==> src/grx_map.svh <==
`ifndef GRX_MAP_SVH
`define GRX_MAP_SVH
// ==========================================================
// register offsets (byte address, word index = byte address / 4)
`define GRX_OFS_CTRL 8'h00
`define GRX_OFS_SEG 8'h04
`define GRX_OFS_OFST 8'h08
`define GRX_OFS_MAXLEN 8'h0C
`define GRX_OFS_RCVLEN 8'h10
`define GRX_OFS_STAT 8'h14
`define GRX_OFS_TERM 8'h18
`define GRX_OFS_IRQ_STAT 8'h1C
`define GRX_OFS_IRQ_CLR 8'h20
`define GRX_OFS_IRQ_EN 8'h24
`define GRX_OFS_TMO 8'h28
// ==========================================================
// control byte fields
`define GRX_CTL_TEN_BIT 7
`define GRX_CTL_SEL_HI 6
`define GRX_CTL_SEL_LO 5
// command register bits
`define GRX_CMD_START_BIT 0
`define GRX_CMD_ALT_BIT 1
// ==========================================================
// status byte fields
`define GRX_ST_NORMAL_BIT 5
`define GRX_ST_TIMEOUT_BIT 3
`define GRX_ST_NOTLSN_BIT 1
// interrupt event bits
`define GRX_IRQ_DONE_BIT 0
`define GRX_IRQ_ERR_BIT 1
// ==========================================================
// reset values
`define GRX_TERM_RST 32'h3B2C0D0A
`define GRX_TMO_RST 24'h0F4240
`endif

==> src/grx_pkg.sv <==
package grx_pkg;
  // ==========================================================
  // types
  typedef enum logic [1:0] {
    GRX_IDLE = 2'b00,
    GRX_WAIT = 2'b01,
    GRX_WRITE = 2'b10,
    GRX_DONE = 2'b11
  } grx_state_e;

  typedef struct packed {
    logic [7:0] addr;
    logic [31:0] wdata;
    logic wr;
    logic rd;
  } grx_bus_req_s;

  typedef struct packed {
    logic [7:0] data;
    logic eoi;
    logic valid;
  } grx_byte_s;

  typedef struct packed {
    logic [19:0] addr;
    logic [7:0] data;
    logic we;
  } grx_mem_s;
endpackage

==> src/grx_block_receive.sv <==
// Our own choices: the address map and strobed register access.
`timescale 1ns/100ps
`include "grx_map.svh"
module grx_block_receive (
  input wire logic sys_clk,
  input wire logic rst_b,
  input wire grx_pkg::grx_bus_req_s busReq,
  output grx_pkg::grx_bus_req_s busReqUnused,
  output logic [31:0] rdData,
  input wire logic listenAddressed,
  input wire grx_pkg::grx_byte_s rxByte,
  output logic rxReady,
  output grx_pkg::grx_mem_s memWr,
  output logic irqOut
);
  import grx_pkg::*;

  // ==========================================================
  // pin synchronisers
  // listen level, byte valid, byte data and eoi all come from the far side.
  // every one passes two stages, so data and valid arrive together:
  // the talker sets data with valid and holds it until valid drops,
  // hence the second data stage already holds the byte when valid shows.
  logic [1:0] lsnSync_reg;
  logic [1:0] vldSync_reg;
  logic [8:0] datSync1_reg;
  logic [8:0] datSync2_reg;
  logic [8:0] dataHold_reg;
  logic vldSeen_reg;
  // two-stage sampling of every far-side pin
  always_ff @(posedge sys_clk or negedge rst_b) begin
    if (!rst_b) begin
      lsnSync_reg <= 2'h0;
      vldSync_reg <= 2'h0;
      datSync1_reg <= 9'h000;
      datSync2_reg <= 9'h000;
    end else begin
      lsnSync_reg <= {lsnSync_reg[0], listenAddressed};
      vldSync_reg <= {vldSync_reg[0], rxByte.valid};
      datSync1_reg <= {rxByte.eoi, rxByte.data};
      datSync2_reg <= datSync1_reg;
    end
  end
  // byte captured once per rising edge of the synchronised valid
  // a valid that stays high across a stall is never taken twice
  always_ff @(posedge sys_clk or negedge rst_b) begin
    if (!rst_b) begin
      dataHold_reg <= 9'h000;
      vldSeen_reg <= 1'b0;
    end else begin
      vldSeen_reg <= vldSync_reg[1];
      if (vldSync_reg[1] && !vldSeen_reg) begin
        dataHold_reg <= datSync2_reg;
      end
    end
  end
  logic newByte;
  assign newByte = vldSync_reg[1] && !vldSeen_reg;

  // ==========================================================
  // registers
  logic [7:0] ctrl_reg;
  logic [15:0] seg_reg;
  logic [15:0] ofst_reg;
  logic [15:0] maxLen_reg;
  logic [15:0] rcvLen_reg;
  logic [7:0] stat_reg;
  logic [31:0] term_reg;
  logic [1:0] irqStat_reg;
  logic [1:0] irqEn_reg;
  logic [23:0] tmoLimit_reg;
  logic altMode_reg;
  grx_state_e state_reg;
  logic [23:0] tmoCnt_reg;
  logic [19:0] wrAddr_reg;

  function automatic logic hit(input logic [7:0] a, input logic [7:0] ofs);
    hit = (a == ofs);
  endfunction

  logic startReq;
  assign startReq = busReq.wr && hit(busReq.addr, `GRX_OFS_CTRL + 8'h30) && busReq.wdata[`GRX_CMD_START_BIT];

  // software-written configuration
  always_ff @(posedge sys_clk or negedge rst_b) begin
    if (!rst_b) begin
      seg_reg <= 16'h0000;
      ofst_reg <= 16'h0000;
      maxLen_reg <= 16'h0000;
      term_reg <= `GRX_TERM_RST;
      irqEn_reg <= 2'h0;
      tmoLimit_reg <= `GRX_TMO_RST;
    end else if (busReq.wr) begin
      if (hit(busReq.addr, `GRX_OFS_SEG)) seg_reg <= busReq.wdata[15:0];
      if (hit(busReq.addr, `GRX_OFS_OFST)) ofst_reg <= busReq.wdata[15:0];
      if (hit(busReq.addr, `GRX_OFS_MAXLEN)) maxLen_reg <= busReq.wdata[15:0];
      if (hit(busReq.addr, `GRX_OFS_TERM)) term_reg <= busReq.wdata;
      if (hit(busReq.addr, `GRX_OFS_IRQ_EN)) irqEn_reg <= busReq.wdata[1:0];
      if (hit(busReq.addr, `GRX_OFS_TMO)) tmoLimit_reg <= busReq.wdata[23:0];
    end
  end

  // ==========================================================
  // terminator match
  // one comparator per table slot; the select field then picks a result.
  // the table is software-writable, so no slot value is built in here
  // beyond the reset defaults of the table register.
  // the alternate entry forces slot 0 and treats the terminator as enabled,
  // whatever the control byte holds in its enable and select fields.
  logic [3:0] slotHit;
  logic [1:0] termSel;
  logic termHit;
  genvar gSlot;
  generate
    for (gSlot = 0; gSlot < 4; gSlot++) begin : g_slot
      // compare held byte with one slot of the table
      assign slotHit[gSlot] = (dataHold_reg[7:0] == term_reg[8*gSlot +: 8]);
    end
  endgenerate
  // slot choice and enable gating
  always_comb begin
    termSel = ctrl_reg[`GRX_CTL_SEL_HI:`GRX_CTL_SEL_LO];
    if (altMode_reg) begin
      termSel = 2'b00;
    end
    termHit = (ctrl_reg[`GRX_CTL_TEN_BIT] || altMode_reg) && slotHit[termSel];
  end

  // ==========================================================
  // transfer engine
  // idle: control byte may be written, start launches a transfer.
  // wait: count idle cycles, accept the next synchronised byte.
  // write: store the held byte, bump count and address, judge the end.
  // done: one cycle with the final status, raises the done event.
  // end reasons, in priority order inside each state:
  //   wait: count already at maximum (covers a maximum of zero),
  //         then idle cycles reaching the timeout limit.
  //   write: eoi or enabled terminator on the stored byte (normal end),
  //          then the count reaching the maximum with this byte.
  // the ending byte is always stored and counted, never dropped.
  // a byte offered outside wait is not taken by the next wait: its valid
  // edge is seen only once, so a held valid does not offer it again.
  // timeout counts cycles between bytes, not the whole transfer.
  // hazard: a limit of zero ends a wait at once with the timeout flag.
  // status is written once, at the move into done, and then held
  // until the next move into done, so software may read it at leisure.
  // the same location takes the next control byte, which has a register
  // of its own and keeps its value, so software need not rewrite it.
  logic finish;
  logic [7:0] finStat;
  always_comb begin
    finish = 1'b0;
    finStat = 8'h00;
    if (state_reg == GRX_WAIT) begin
      if (rcvLen_reg >= maxLen_reg) begin
        finish = 1'b1;
      end else if (tmoCnt_reg >= tmoLimit_reg) begin
        finish = 1'b1;
        finStat[`GRX_ST_TIMEOUT_BIT] = 1'b1;
      end
    end else if (state_reg == GRX_WRITE) begin
      if (dataHold_reg[8] || termHit) begin
        finish = 1'b1;
        finStat[`GRX_ST_NORMAL_BIT] = 1'b1;
      end else if (rcvLen_reg + 16'h0001 >= maxLen_reg) begin
        finish = 1'b1;
      end
    end
  end

  always_ff @(posedge sys_clk or negedge rst_b) begin
    if (!rst_b) begin
      state_reg <= GRX_IDLE;
      ctrl_reg <= 8'h00;
      altMode_reg <= 1'b0;
      stat_reg <= 8'h00;
      rcvLen_reg <= 16'h0000;
      tmoCnt_reg <= 24'h000000;
      wrAddr_reg <= 20'h00000;
    end else begin
      unique case (state_reg)
        GRX_IDLE: begin
          if (busReq.wr && hit(busReq.addr, `GRX_OFS_STAT)) begin
            ctrl_reg <= busReq.wdata[7:0];
          end
          if (startReq) begin
            altMode_reg <= busReq.wdata[`GRX_CMD_ALT_BIT];
            rcvLen_reg <= 16'h0000;
            tmoCnt_reg <= 24'h000000;
            wrAddr_reg <= {seg_reg, 4'h0} + {4'h0, ofst_reg};
            if (!lsnSync_reg[1]) begin
              stat_reg <= 8'h02;
              state_reg <= GRX_DONE;
            end else begin
              state_reg <= GRX_WAIT;
            end
          end
        end
        GRX_WAIT: begin
          tmoCnt_reg <= tmoCnt_reg + 24'h000001;
          if (finish) begin
            stat_reg <= finStat;
            state_reg <= GRX_DONE;
          end else if (newByte) begin
            tmoCnt_reg <= 24'h000000;
            state_reg <= GRX_WRITE;
          end
        end
        GRX_WRITE: begin
          rcvLen_reg <= rcvLen_reg + 16'h0001;
          wrAddr_reg <= wrAddr_reg + 20'h00001;
          if (finish) begin
            stat_reg <= finStat;
            state_reg <= GRX_DONE;
          end else begin
            state_reg <= GRX_WAIT;
          end
        end
        GRX_DONE: begin
          state_reg <= GRX_IDLE;
        end
      endcase
    end
  end

  // ==========================================================
  // memory write port and byte acceptance
  // the store strobe follows the write state by one cycle, with the
  // address and byte that the write state saw; a single pulse each.
  // ready is withheld once an end is known, so the talker stops offering.
  // limitation: the memory side must take one byte per cycle, no stall.
  always_ff @(posedge sys_clk or negedge rst_b) begin
    if (!rst_b) begin
      memWr <= '0;
      rxReady <= 1'b0;
    end else begin
      memWr.we <= (state_reg == GRX_WRITE);
      memWr.addr <= wrAddr_reg;
      memWr.data <= dataHold_reg[7:0];
      rxReady <= (state_reg == GRX_WAIT) && !finish;
    end
  end

  // ==========================================================
  // interrupts: done and error events, set wins over clear
  // bit 0 marks any completion, bit 1 a failed one (timeout or not
  // listening); a normal end alone never raises the error bit.
  // the output lags the sticky bits by one cycle, being a flip-flop.
  logic [1:0] irqSet;
  assign irqSet = {(state_reg == GRX_DONE) && (stat_reg[`GRX_ST_TIMEOUT_BIT] || stat_reg[`GRX_ST_NOTLSN_BIT]),
                   (state_reg == GRX_DONE)};
  always_ff @(posedge sys_clk or negedge rst_b) begin
    if (!rst_b) begin
      irqStat_reg <= 2'h0;
      irqOut <= 1'b0;
    end else begin
      if (busReq.wr && hit(busReq.addr, `GRX_OFS_IRQ_CLR)) begin
        irqStat_reg <= (irqStat_reg & ~busReq.wdata[1:0]) | irqSet;
      end else begin
        irqStat_reg <= irqStat_reg | irqSet;
      end
      irqOut <= |(irqStat_reg & irqEn_reg);
    end
  end

  // ==========================================================
  // read port, data one cycle after strobe
  // read data is zero in every cycle without a read, so a stale value
  // can never be mistaken for an answer; unmapped offsets read zero.
  // offset zero reads busy and listening for polling software.
  always_ff @(posedge sys_clk or negedge rst_b) begin
    if (!rst_b) begin
      rdData <= 32'h00000000;
      busReqUnused <= '0;
    end else begin
      busReqUnused <= '0;
      rdData <= 32'h00000000;
      if (busReq.rd) begin
        unique case (busReq.addr)
          `GRX_OFS_SEG: rdData <= {16'h0000, seg_reg};
          `GRX_OFS_OFST: rdData <= {16'h0000, ofst_reg};
          `GRX_OFS_MAXLEN: rdData <= {16'h0000, maxLen_reg};
          `GRX_OFS_RCVLEN: rdData <= {16'h0000, rcvLen_reg};
          `GRX_OFS_STAT: rdData <= {24'h000000, stat_reg};
          `GRX_OFS_TERM: rdData <= term_reg;
          `GRX_OFS_IRQ_STAT: rdData <= {30'h00000000, irqStat_reg};
          `GRX_OFS_IRQ_EN: rdData <= {30'h00000000, irqEn_reg};
          `GRX_OFS_TMO: rdData <= {8'h00, tmoLimit_reg};
          `GRX_OFS_CTRL: rdData <= {30'h00000000, state_reg != GRX_IDLE, lsnSync_reg[1]};
          default: rdData <= 32'h00000000;
        endcase
      end
    end
  end
endmodule // grx_block_receive

==> config.mk <==
export PLATFORM = sky130hd
export DESIGN_NAME = grx_block_receive
export DESIGN_NICKNAME = d
export VERILOG_FILES = /design/src/grx_pkg.sv /design/src/grx_block_receive.sv
export VERILOG_INCLUDE_DIRS = /design/src /design/src/src
export SDC_FILE = /design/constraint.sdc
export NUM_CORES = 1
export LEC_CHECK = 0
export BUFFER_PORTS_ARGS = -buffer_cell sky130_fd_sc_hd__buf_4
export CAP_MARGIN = 20
export CORE_MARGIN = 3
export CORE_UTILIZATION = 59
export DETAILED_ROUTE_END_ITERATION = 16
export GPL_TIMING_DRIVEN = 0
export PLACE_DENSITY_LB_ADDON = 0.2
export SLEW_MARGIN = 5
export SYNTH_ARGS = -nofsm -noshare
export SYNTH_HDL_FRONTEND = slang
export SYNTH_SLANG_ARGS = --single-unit
export TNS_END_PERCENT = 5
==> constraint.sdc <==
create_clock -name sys_clk -period 6.53 [get_ports sys_clk]
set_input_delay 0.653 -clock sys_clk [delete_from_list [all_inputs] [get_ports sys_clk]]
set_output_delay 0.653 -clock sys_clk [all_outputs]
set_load 0.02 [all_outputs]
**Word level (Yosys, flattened, before mapping)**

Cells that the tools add are included.

- Eq/ne operators: 22
- Bitwise operators: 5
- Reduce and logical (&&, ||, !) cells: 33
- $add $sub $neg: 4
- Mux-type cells: 34
- Magnitude comparators: 4

Operators with widths:

| operator | count |
|---|---|
| one-hot mux 32 bit (10 select lines) | 1 |
| two-way mux 24 bit | 3 |
| one-hot mux 24 bit (2 select lines) | 1 |
| one-hot mux 20 bit (2 select lines) | 1 |
| == test 8 x 5 -> 1 bit (second input constant) | 4 |
| == test 8 x 6 -> 1 bit (second input constant) | 4 |
| == test 8 bit | 4 |
| greater-or-equal comparator 16 bit | 2 |
| two-way mux 32 bit | 1 |
| one-hot mux 16 bit (2 select lines) | 1 |
| adder 24 x 1 -> 24 bit (second input constant) | 1 |
| greater-or-equal comparator 24 bit | 1 |
| two-way mux 8 bit | 3 |
| AND reduction 2 bit | 11 |
| adder 20 x 1 -> 20 bit (second input constant) | 1 |
| adder 20 x 16 -> 20 bit | 1 |
| two-way mux 20 bit | 1 |
| adder 16 x 1 -> 16 bit (second input constant) | 1 |
| == test 8 x 4 -> 1 bit (second input constant) | 2 |
| two-way mux 16 bit | 1 |
| one-hot mux 8 bit (2 select lines) | 1 |
| two-way mux 2 bit | 7 |
| two-way mux 1 bit | 11 |
| == test 8 x 3 -> 1 bit (second input constant) | 1 |
| other kinds (19) | 37 |

- Output and inout bits: 105
- Word-level logic and storage cells: 128
- Bits in registers: 282
- Input bits: 55

**Depth between registers and ports, before layout**

Gate-level depths: netlist of run 1.

- Word-level depth: 10
- Mapped depth: 15
- Mapped depth without buffers: 15

**Worst setup path after synthesis of run 1**

No wires, ideal clock.

- Kind: register -> register
- From: register rcvLen_reg[2]
- To: register state_reg[1]
- Path buffers: 0
- Path slack: 3.428 ns
- Period minus slack after synthesis: 3.102 ns
- Setup time: 0.125 ns
- Data arrival time: 2.976 ns
- Stages on the path, launching flop included: 16
- Data required time: 6.405 ns
- Cells stage by stage: dfrtp_1 -> and3_1 -> and3_1 -> nand3_1 -> nor2b_1 -> nand4_1 -> xnor2_1 -> ha_1 -> a21o_1 -> a21o_1 -> a21o_1 -> nor3_1 -> a21oi_1 -> a21oi_1 -> mux2_2 -> mux2i_1

- Longest elaborated chain between the ends: 8
- Elaborated cells on any way between the ends: 13
- Those cells by class: 1 x add/sub; 2 x order compare; 1 x eq/ne; 8 x mux; 1 x reduce/logical

RTL lines:

| what | RTL line | RTL |
|---|---|---|
| from (decl) | grx_block_receive.sv:66 | `logic [15:0] rcvLen_reg;` |
| from (signal assigned) | grx_block_receive.sv:210 | `rcvLen_reg <= rcvLen_reg + 16'h0001;` |
| adder 16 x 1 -> 16 bit | grx_block_receive.sv:165 | `end else if (rcvLen_reg + 16'h0001 >= maxLen_reg) begin` |
| greater-or-equal comparator 16 bit | grx_block_receive.sv:165 |  |
| two-way mux 1 bit | grx_block_receive.sv:165 |  |
| two-way mux 1 bit | grx_block_receive.sv:162 | `if (dataHold_reg[8] \|\| termHit) begin` |
| two-way mux 1 bit | grx_block_receive.sv:161 | `end else if (state_reg == GRX_WRITE) begin` |
| two-way mux 1 bit * | grx_block_receive.sv:154 | `if (state_reg == GRX_WAIT) begin` |
| two-way mux 2 bit, or another cell as far along | grx_block_receive.sv:212 | `if (finish) begin` |
| one-hot mux 2 bit (4 select lines) / AND reduction 2 bit (equally long branches) | - |  |
| to (signal assigned) | grx_block_receive.sv:214 | `state_reg <= GRX_DONE;` |
| to (signal assigned) | grx_block_receive.sv:216 | `state_reg <= GRX_WAIT;` |
| to (signal assigned) | grx_block_receive.sv:220 | `state_reg <= GRX_IDLE;` |
| to (decl) | grx_block_receive.sv:73 | `grx_state_e state_reg;` |

Every way passes the cells marked *; elsewhere a longest branch is shown, timed or not.
A chain may end at the register's enable or synchronous reset.

**Final worst setup path of run 1**

Ends and elaborated chain as after synthesis.

==> results of run 1 <==
-- cell type report --
class	instances	area [µm²]
Buffer	104	587
Timing Repair Buffer	118	931
Multi-Input combinational cell	917	6620
Sequential cell	272	6830
Clock buffer	34	774
Fill cell	1645	6410
Inverter	66	248
Tap cell	313	392
Clock inverter	18	253
-- how the worst max path moves through the flow --
stage / startpoint / to / slack, ns / cells after the start
detailed placement: rcvLen_reg[2]$_DFFE_PN0P_ / state_reg[1]$_DFFE_PN0P_ / 2.44 / 15
global placement: rcvLen_reg[2]$_DFFE_PN0P_ / state_reg[1]$_DFFE_PN0P_ / 2.49 / 15
finish: rcvLen_reg[2]$_DFFE_PN0P_ / state_reg[1]$_DFFE_PN0P_ / 2.30 / 15
global route: rcvLen_reg[2]$_DFFE_PN0P_ / state_reg[1]$_DFFE_PN0P_ / 2.14 / 15
CTS: rcvLen_reg[2]$_DFFE_PN0P_ / state_reg[1]$_DFFE_PN0P_ / 2.42 / 15
floorplan: rcvLen_reg[2]$_DFFE_PN0P_ / state_reg[1]$_DFFE_PN0P_ / 3.43 / 15
-- placed cells by master, fill, tap and decap left out, types with 10 or more instances in the layout --
cell type and count:
inv_1 66, nand2_1 96, nor2_1 77, nand4_1 30
a22oi_1 19, nand3_1 56, mux2_2 121, a31oi_1 11
conb_1 42, a222oi_1 26, ha_1 76, nor4_1 10
dfrtp_1 252, a21o_1 14, nor3_1 17, xor2_1 21
and3_1 22, mux2i_1 24, xnor2_1 37, o21ai_0 42
clkbuf_1 48, dfstp_2 20, buf_4 158, a21oi_1 75
clkbuf_16 29
-- metal layers --
layer / routed length [µm] / global-route usage / up-vias / share of wire
met5: 0 / 0 / - / 0
met4: 1730 / 0.129 / 0 / 0.046
met3: 3050 / 0.0580 / 117 / 0.081
met2: 18100 / 0.481 / 510 / 0.48
met1: 14700 / 0.366 / 5373 / 0.39
li1: - / - / 5060 / -
-- power by group through the flow --
stage | Sequential, µW | Combinational (µW) | Clock (µW)
global route | 2060 | 1430 | 1860
global placement | 2050 | 1260 | 0
detailed placement | 2060 | 1300 | 0
CTS | 2030 | 1310 | 1780
finish | 2030 | 1320 | 1760
floorplan | 2080 | 801 | 0
-- logic make-up (layout without fill, tap and decap cells) --
| group | count (synthesis) | count (layout) | synth area share |
|---|---|---|---|
| AOI/OAI and AO/OA | 255 | 255 | 0.123 |
| adders and majority gates | 77 | 77 | 0.0687 |
| and+or+nand+nor | 340 | 340 | 0.116 |
| muxes | 145 | 145 | 0.113 |
| other | 1 | 42 | 0.000265 |
| DFF | 272 | 272 | 0.484 |
| xor gates and xnor gates | 58 | 58 | 0.0360 |
| buffers and inverters | 170 | 340 | 0.0591 |
-- worst max-delay path, stage by stage (launching register included) --
cell and delay (ns):
dfrtp_1 0.50, and3_1 0.25, and3_1 0.26, nand3_1 0.21, nor2b_1 0.24, nand4_1 0.27
nor2_1 0.21, xor2_1 0.29, ha_1 0.31, and4_1 0.18, nor4b_1 0.14, a22oi_1 0.41
nand4_1 0.17, a21oi_1 0.37, mux2_2 0.23, mux2i_1 0.06
-- metrics by stage --
stage | instance area [µm²] | std cells
after floorplan | 14300 | 1359
after global placement | 15500 | 1787
after detailed placement | 15600 | 1790
after CTS | 16600 | 1842
after global routing | 16600 | 1842
final | 16600 | 1842
==> run metrics, run 1 <==
initial drt markers=1246; deepest clock path buffer count=3; Worst Hold Class=in -> async; R2R depth=15; Post-synth top flop=dfrtp_1; RSZ-0062 raised after global routing=no; Root Driver=clkbuf_16; vias=11100; ant diodes=0; crit path max fanout=7; clock transition at the registers of the reported paths=0.06 ns; GP Congestion=0.901; pwr dens=307 nW/µm²; layout cells sized above 1=0.245; Psw=1670 µW; Post-DRT Antenna Nets=0; clock group share of total power=0.345; Area Growth Syn to Fin=17.8%; Syn Inst Count=1318; Worst-Skew Late Latency=0.55 ns; worst slew pin tran=0.972 ns; total power=5110 µW; row cnt=55; status=finished, final reports clean; drt pass-1 iters=7; Worst Setup End Kind=flop; WL final=37600 µm; hold slack final=0.0805 ns; Max Transition Viols Final=0; RR Endpoint=state_reg[1]$_DFFE_PN0P_; H-tree levels=1; post-synthesis sequential area ratio=0.484; register share of total power=0.398; r2r setup slk=2.30 ns; leakage=0.00779 µW; # hold bufs at CTS=0; skew final=0.0216 ns; Comb power frac=0.258; CTS Buf Count=28; Starting Density=0.613; gr ovfl total=0; count of unique library cells instantiated by Yosys=63; Setup WS pre-CTS=2.44 ns; Core ar.=23100 µm²; most area-hungry cell type in the Yosys netlist=dfrtp_1; DR DRC count=0; CTS resizes=0; synthesized area=14100 µm²; Slew HR=0.347; final setup violating endpoints=0; vias in the first global route=11200; startpoint types=flop; yosys warns=0; Die H=161 µm; most frequent cell after synthesis=dfrtp_1; Req. time, crit path=6.96 ns; vias per cell=6.00; register bit total from synthesis=272; number of flops mapped to enable cells by yosys=0; clk sinks=272; WP data arrival=4.66 ns; Sw Ratio=0.326; R2R Path Start=rcvLen_reg[2]$_DFFE_PN0P_; Post-Syn Area per Cell=10.7 µm²; setup TNS=0 ns; Setup WS post-layout=2.30 ns; largest cells by area after synthesis=dfrtp_1, mux2_2, ha_1; final worst path period share=0.648; worst IR drop on VDD=0.334 mV; drt wl/cell=20.4 µm; final hold vios=0; Final Critical Period=4.23 ns; CTS tree=done; top cells by count, synth=dfrtp_1, mux2_2, nand2_1, nor2_1, ha_1; initial antenna violation count=0; global-route wire length before repair=59800 µm; critical path class=reg -> reg; post-synth top area share=0.446; io pins=160; I/O Buffers=115; asr flop ratio synth=1.00; total track usage=0.289; internal power=3450 µW; fmax=0.236 GHz; Finished Core Util=0.722; Die ar.=25800 µm²; placed wire-length estimate=27600 µm; largest net degree at the start of global routing=119; die width=161 µm; max cap viols=0; nets=1639; Post-CTS Setup Bufs=0
(Power assumes the default switching activity.)
==> inputs of run 2 (changes only) <==
--- a/config.mk
+++ b/config.mk
@@ -6,10 +6,11 @@
 export SDC_FILE = /design/constraint.sdc
 export NUM_CORES = 1
 export LEC_CHECK = 0
+export ABC_AREA = 1
 export BUFFER_PORTS_ARGS = -buffer_cell sky130_fd_sc_hd__buf_4
 export CAP_MARGIN = 20
 export CORE_MARGIN = 3
-export CORE_UTILIZATION = 59
+export CORE_UTILIZATION = 54
 export DETAILED_ROUTE_END_ITERATION = 16
 export GPL_TIMING_DRIVEN = 0
 export PLACE_DENSITY_LB_ADDON = 0.2
==> constraint.sdc (replaced) <==
create_clock -name sys_clk -period 3.5 [get_ports sys_clk]
set_input_delay 0.35 -clock sys_clk [delete_from_list [all_inputs] [get_ports sys_clk]]
set_output_delay 0.35 -clock sys_clk [all_outputs]
set_load 0.02 [all_outputs]
==> run metrics, run 2 <==
status=finished, final reports clean (unchanged); worst IR drop on VDD=0.451 mV (was 0.334 mV); Post-DRT Antenna Nets=0 (unchanged); io pins=160 (unchanged); row cnt=59 (was 55); worst slew pin tran=0.904 ns (was 0.972 ns); drt pass-1 iters=5 (was 7); Req. time, crit path=3.94 ns (was 6.96 ns); largest net degree at the start of global routing=121 (was 119); number of flops mapped to enable cells by yosys=0 (unchanged); crit path max fanout=10 (was 7); vias per cell=5.46 (was 6.00); # fillers=2214 (was 1645); post-synthesis sequential area ratio=0.472 (was 0.484); leakage=0.00848 µW (was 0.00779 µW); skew final=0.0161 ns (was 0.0216 ns); commonest non-fill, non-tap cells in the layout=nand2_1, dfrtp_1, inv_1, buf_4, o21ai_0 (was dfrtp_1, buf_4, mux2_2, nand2_1, nor2_1); Worst Hold Class=in -> reg (was in -> async); Die ar.=28800 µm² (was 25800 µm²); initial drt markers=1327 (was 1246); post-synth top area share=0.436 (was 0.446); pwr dens=572 nW/µm² (was 307 nW/µm²); final hold vios=0 (unchanged); Root Driver=clkbuf_16 (unchanged); synthesized area=14500 µm² (was 14100 µm²); most frequent cell after synthesis=nand2_1 (was dfrtp_1); die width=170 µm (was 161 µm); WP data arrival=3.92 ns (was 4.66 ns); most area-hungry cell type in the Yosys netlist=dfrtp_1 (unchanged); asr flop ratio synth=1.00 (unchanged); final setup violating endpoints=0 (unchanged); gr ovfl total=0 (unchanged); clock transition at the registers of the reported paths=0.06 ns (about the same); Finished Core Util=0.656 (was 0.722); Post-Syn Area per Cell=8.47 µm² (was 10.7 µm²); I/O Buffers=116 (was 115); global-route wire length before repair=64600 µm (was 59800 µm); clk sinks=272 (unchanged); startpoint types=flop (unchanged); register bit total from synthesis=272 (unchanged); ant diodes=0 (unchanged); initial antenna violation count=1 (was 0); commonest non-fill, non-tap cell in the layout=nand2_1 (was dfrtp_1); largest cells by area after synthesis=dfrtp_1, nand2_1, ha_1 (was dfrtp_1, mux2_2, ha_1); Starting Density=0.552 (was 0.613); count of unique library cells instantiated by Yosys=57 (was 63); drt wl/cell=17.9 µm (was 20.4 µm); total track usage=0.282 (was 0.289); Die H=170 µm (was 161 µm); Max Transition Viols Final=0 (unchanged); RSZ-0062 raised after global routing=yes (was no); register area=6830 µm² (about the same); Syn Inst Count=1708 (was 1318); Worst-Skew Late Latency=0.55 ns (about the same); Post-synth top flop=dfrtp_1 (unchanged); Final Critical Period=3.48 ns (was 4.23 ns); WL final=40500 µm (was 37600 µm); layout cells sized above 1=0.162 (was 0.245); H-tree levels=1 (unchanged); fmax=0.287 GHz (was 0.236 GHz); CTS tree=done (unchanged); yosys warns=0 (unchanged); critical path class=reg -> reg (unchanged); Slew HR=0.395 (was 0.347); max cap viols=0 (unchanged); nets=2045 (was 1639); vias in the first global route=11800 (was 11200); GP Congestion=0.962 (was 0.901); CTS Buf Count=29 (was 28); final worst path period share=0.995 (was 0.648); Core ar.=26200 µm² (was 23100 µm²); hold slack final=0.0345 ns (was 0.0805 ns); top cells by count, synth=nand2_1, dfrtp_1, inv_1, o21ai_0, nor2_1 (was dfrtp_1, mux2_2, nand2_1, nor2_1, ha_1); vias=12400 (was 11100); Worst Setup End Kind=flop (unchanged); deepest clock path buffer count=3 (unchanged); placed wire-length estimate=30600 µm (was 27600 µm); multi-input logic area=6510 µm² (was 6620 µm²); DR DRC count=0 (unchanged); Area Growth Syn to Fin=18.8% (was 17.8%)
-- run 2: repair_timing --
item                       CTS  global route
setup endpoints to repair   27            27
pin swaps                    0             2
resized for setup            8             6
hold buffers                12             0
hold endpoints to repair    61             0
buffers inserted             2             1
-- run 2: final timing paths --
path	from	slack [ns]	endpoint	cells after the start
worst max-delay path	rcvLen_reg[0]$_DFFE_PN0P_	0.02	tmoCnt_reg[22]$_DFFE_PN0P_	23
max in group asynchronous	rst_b	1.77	seg_reg[10]$_DFFE_PN0P_	4
min in group asynchronous	rst_b	0.29	memWr[9]$_DFF_PN0_	2
worst min-delay path	busReq[26]	0.03	term_reg[24]$_DFFE_PN1P_	2
worst min register to register	datSync1_reg[7]$_DFF_PN0_	0.34	datSync2_reg[7]$_DFF_PN0_	0
worst max register to register	rcvLen_reg[0]$_DFFE_PN0P_	0.02	tmoCnt_reg[22]$_DFFE_PN0P_	23
-- run 2: logic make-up (layout without fill, tap and decap cells) --
| kind of cell | Yosys count | after routing | share of synthesized area |
|---|---|---|---|
| flip-flops | 272 | 272 | 0.472 |
| adder cells (fa/ha/maj) | 77 | 77 | 0.0671 |
| other | 1 | 42 | 0.000259 |
| AO/OA/AOI/OAI | 335 | 335 | 0.132 |
| AND/OR/NAND/NOR | 679 | 679 | 0.208 |
| multiplexers | 3 | 3 | 0.00233 |
| buffers and inverters | 299 | 486 | 0.0932 |
| XOR/XNOR | 42 | 42 | 0.0254 |
-- run 2: area by class of cell --
cell class / count / share of cell area
buffer: 93 / 0.0335
clock buffer: 40 / 0.0475
clock inverter: 14 / 0.0107
inverter: 206 / 0.0450
multi-input combinational: 1178 / 0.379
sequential: 272 / 0.398
tap: 335 / 0.0244
timing repair buffer: 133 / 0.0626
-- run 2: through the flow --
stage	cell area [µm²]	total power, µW	setup slack [ns]	cells	TNS (ns)
2_1_floorplan	14600	5600	0.514	1749	0
3_3_place_gp	15900	6480	-0.246	2200	-40.23
3_5_place_dp	16000	6570	-0.248	2202	-5.38
4_1_cts	17100	9830	0.00727	2270	0
5_1_grt	17200	10300	-0.294	2271	-6.50
6_report	17200	9840	0.0176	2271	0
-- run 2: worst max-delay path: stages, from the launching register on --
cell and delay, ns:
dfrtp_2 0.43, ha_4 0.17, nand3_2 0.11, nor3_4 0.18, nand3_2 0.14, nor3_4 0.26
nand3_2 0.12, nor3_2 0.14, xor2_1 0.20, inv_1 0.07, ha_1 0.27, nand2_1 0.08
nor2_1 0.06, nand2_1 0.12, inv_1 0.05, nand2_1 0.07, nand2_1 0.08, nor2_4 0.13
nand3_2 0.11, nand3_2 0.10, nand3_4 0.13, buf_6 0.20, nand3b_1 0.09, nand2_1 0.05
-- run 2: layer usage --
layer  vias up  routed length [µm]  global-route usage  part of all wire
met4         2                1660               0.108             0.041
met3       111                3080              0.0478             0.076
met2       556               18700               0.455              0.46
li1       5949                   -                   -                 -
met1      5772               17100               0.385              0.42
met5         -                  13                   0           0.00032
-- run 2: where the power goes --
| part | internal, µW | switching [µW] | total [µW] | leakage [µW] |
|---|---|---|---|---|
| combinational | 966 | 1770 | 2730 | 0.00448 |
| sequential | 3550 | 340 | 3890 | 0.00351 |
| clock | 1930 | 1290 | 3220 | 0.000482 |
==> inputs of run 3 (changes only) <==
--- a/config.mk
+++ b/config.mk
@@ -14,6 +14,7 @@
 export DETAILED_ROUTE_END_ITERATION = 16
 export GPL_TIMING_DRIVEN = 0
 export PLACE_DENSITY_LB_ADDON = 0.2
+export REMOVE_ABC_BUFFERS = 1
 export SLEW_MARGIN = 5
 export SYNTH_ARGS = -nofsm -noshare
 export SYNTH_HDL_FRONTEND = slang
==> run metrics, run 3 (synthesis results as in run 2) <==
status=finished, violations left (was finished, final reports clean); failing checks=setup timing; Cell Chain, Critical Path=buf_6 -> nand3_4 -> nor3_4 -> nand3_2 -> nor3_4 -> nand3_2 -> nor2_4 -> nand4_1 -> xor2_1 -> ha_1 -> a21oi_2 -> o21ai_2 -> a21oi_2 -> nand2_2 -> nor2_4 -> nand3_2 -> nand3_4 -> nand3_4 -> nand3b_1 -> nand2_1 (was ha_4 -> nand3_2 -> nor3_4 -> nand3_2 -> nor3_4 -> nand3_2 -> nor3_2 -> xor2_1 -> inv_1 -> ha_1 -> nand2_1 -> nor2_1 -> nand2_1 -> inv_1 -> nand2_1 -> nand2_1 -> nor2_4 -> nand3_2 -> nand3_2 -> nand3_4 -> buf_6 -> nand3b_1 -> nand2_1); CTS tree=done (unchanged); leakage=0.00833 µW (was 0.00848 µW); Buffers & Inverters on Critical Path=1 (was 3); Area Growth Syn to Fin=17.9% (was 18.8%); worst IR drop on VDD=0.492 mV (was 0.451 mV); WP data arrival=4.04 ns (was 3.92 ns); Core ar.=26200 µm² (unchanged); Worst Hold Class=in -> reg (unchanged); nets=1983 (was 2045); worst slew pin tran=1.10 ns (was 0.904 ns); final setup violating endpoints=18 (was 0); Final Critical Period=3.59 ns (was 3.48 ns); Starting Density=0.552 (unchanged); commonest non-fill, non-tap cell in the layout=nand2_1 (unchanged); Max stage delay cell, worst path=dfrtp_1 (was dfrtp_2); deepest clock path buffer count=3 (unchanged); Root Driver=clkbuf_16 (unchanged); io pins=160 (unchanged); CP delay by family, top=simple AND/OR/NAND/NOR gates (unchanged); Slew HR=0.262 (was 0.395); die width=170 µm (unchanged); clk sinks=272 (unchanged); multi-input logic area=6630 µm² (was 6510 µm²); Req. time, crit path=3.95 ns (was 3.94 ns); initial drt markers=982 (was 1327); Die ar.=28800 µm² (unchanged); ant diodes=0 (unchanged); total track usage=0.262 (was 0.282); drt wl/cell=17.0 µm (was 17.9 µm); # fillers=2156 (was 2214); clock transition at the registers of the reported paths=0.06 ns (about the same); crit path max fanout=6 (was 10); max cap viols=0 (unchanged); vias per cell=5.45 (was 5.46); commonest non-fill, non-tap cells in the layout=nand2_1, dfrtp_1, inv_1, o21ai_0, buf_4 (was nand2_1, dfrtp_1, inv_1, buf_4, o21ai_0); WL final=37500 µm (was 40500 µm); Worst Setup End Kind=flop (unchanged); Finished Core Util=0.651 (was 0.656); Setup WS pre-CTS=-0.547 ns (was -0.248 ns); initial antenna violation count=1 (unchanged); Worst-Skew Late Latency=0.57 ns (was 0.55 ns); GP Congestion=0.951 (was 0.962); Max Transition Viols Final=0 (unchanged); pwr dens=578 nW/µm² (was 572 nW/µm²); final hold vios=0 (unchanged); H-tree levels=1 (unchanged); hold slack final=0.0150 ns (was 0.0345 ns); row cnt=59 (unchanged); global-route wire length before repair=60800 µm (was 64600 µm); Die H=170 µm (unchanged); r2r setup slk=-0.09 ns (was 0.02 ns); DR DRC count=0 (unchanged); vias in the first global route=11500 (was 11800); layout cells sized above 1=0.156 (was 0.162); register area=6830 µm² (unchanged); Post-DRT Antenna Nets=0 (unchanged); gr ovfl total=0 (unchanged); drt pass-1 iters=6 (was 5); final worst path period share=1.02 (was 0.995); RSZ-0062 raised after global routing=yes (unchanged); placed wire-length estimate=26400 µm (was 30600 µm); vias=12000 (was 12400); fmax=0.279 GHz (was 0.287 GHz); CTS Buf Count=31 (was 29); Setup WS post-layout=-0.0861 ns (was 0.0176 ns); largest net degree at the start of global routing=107 (was 121); critical path class=reg -> reg (unchanged); CP peak stage delay=0.37 ns (was 0.43 ns); I/O Buffers=117 (was 116); startpoint types=flop (unchanged); skew final=0.0147 ns (was 0.0161 ns)
-- run 3: cell count changes in the layout (fill, tap and decap cells not counted), moves of 3 or more --
cell and delta:
nand3_4 +6, buf_4 -31, clkbuf_8 +5, buf_2 -12
dlygate4sd3_1 +3, buf_8 +3, clkbuf_1 -30, nand2_2 +4
clkinv_2 +3, buf_6 -3, nand2_1 -4
-- run 3: final timing paths --
check	start	end	cells past startpoint
setup / recovery	rcvLen_reg[1]$_DFFE_PN0P_	tmoCnt_reg[19]$_DFFE_PN0P_	20
hold / removal	busReq[2]	irqEn_reg[0]$_DFFE_PN0P_	3
setup reg to reg	rcvLen_reg[1]$_DFFE_PN0P_	tmoCnt_reg[19]$_DFFE_PN0P_	20
hold reg to reg	datSync1_reg[3]$_DFF_PN0_	datSync2_reg[3]$_DFF_PN0_	0
max in group asynchronous	rst_b	term_reg[18]$_DFFE_PN1P_	4
min in group asynchronous	rst_b	memWr[0]$_DFF_PN0_	2
-- run 3: power breakdown --
group          internal, µW  switching, µW  total (µW)
Combinational           958           1750        2700
Sequential             3550            330        3880
Clock                  1970           1310        3280
-- run 3: routing by layer --
layer	global-route usage	wire [µm]	vias up
met3	0.0366	2230	77
met4	0.0750	1100	0
li1	-	-	5821
met1	0.350	16200	5737
met5	0	0	-
met2	0.448	17900	410
-- run 3: layout make-up --
cell class              count  share of cell area
clock buffers              44              0.0542
inverters                 206              0.0453
clock inverters            13             0.00726
repair buffers            159              0.0794
well taps                 335              0.0246
multi-input cells        1181               0.389
flip-flops and latches    272               0.401
-- run 3: metrics by stage --
step	power, µW	setup TNS (ns)	instances	cell area [µm²]
after global placement	6250	-64.53	2108	15300
final	9870	-0.690	2210	17100
after detailed placement	6380	-13.39	2115	15500
after global routing	10400	-4.43	2210	17100
after CTS	9830	-0.853	2198	16900
after floorplan	5420	0	1656	14000
-- run 3: worst min-delay path: stages --
cell and delay (ns):
buf_4 0.09, nand2_1 0.04, o21ai_0 0.07
-- run 3: repair_timing --
| action | in CTS | in global routing |
|---|---|---|
| endpoints found under the hold margin | 118 | 0 |
| hold buffers | 15 | 0 |
| pin swaps | 16 | 18 |
| gates resized for setup | 28 | 5 |
| cloned | 3 | 0 |
| setup endpoints to repair | 27 | 27 |
| buffers inserted | 8 | 9 |
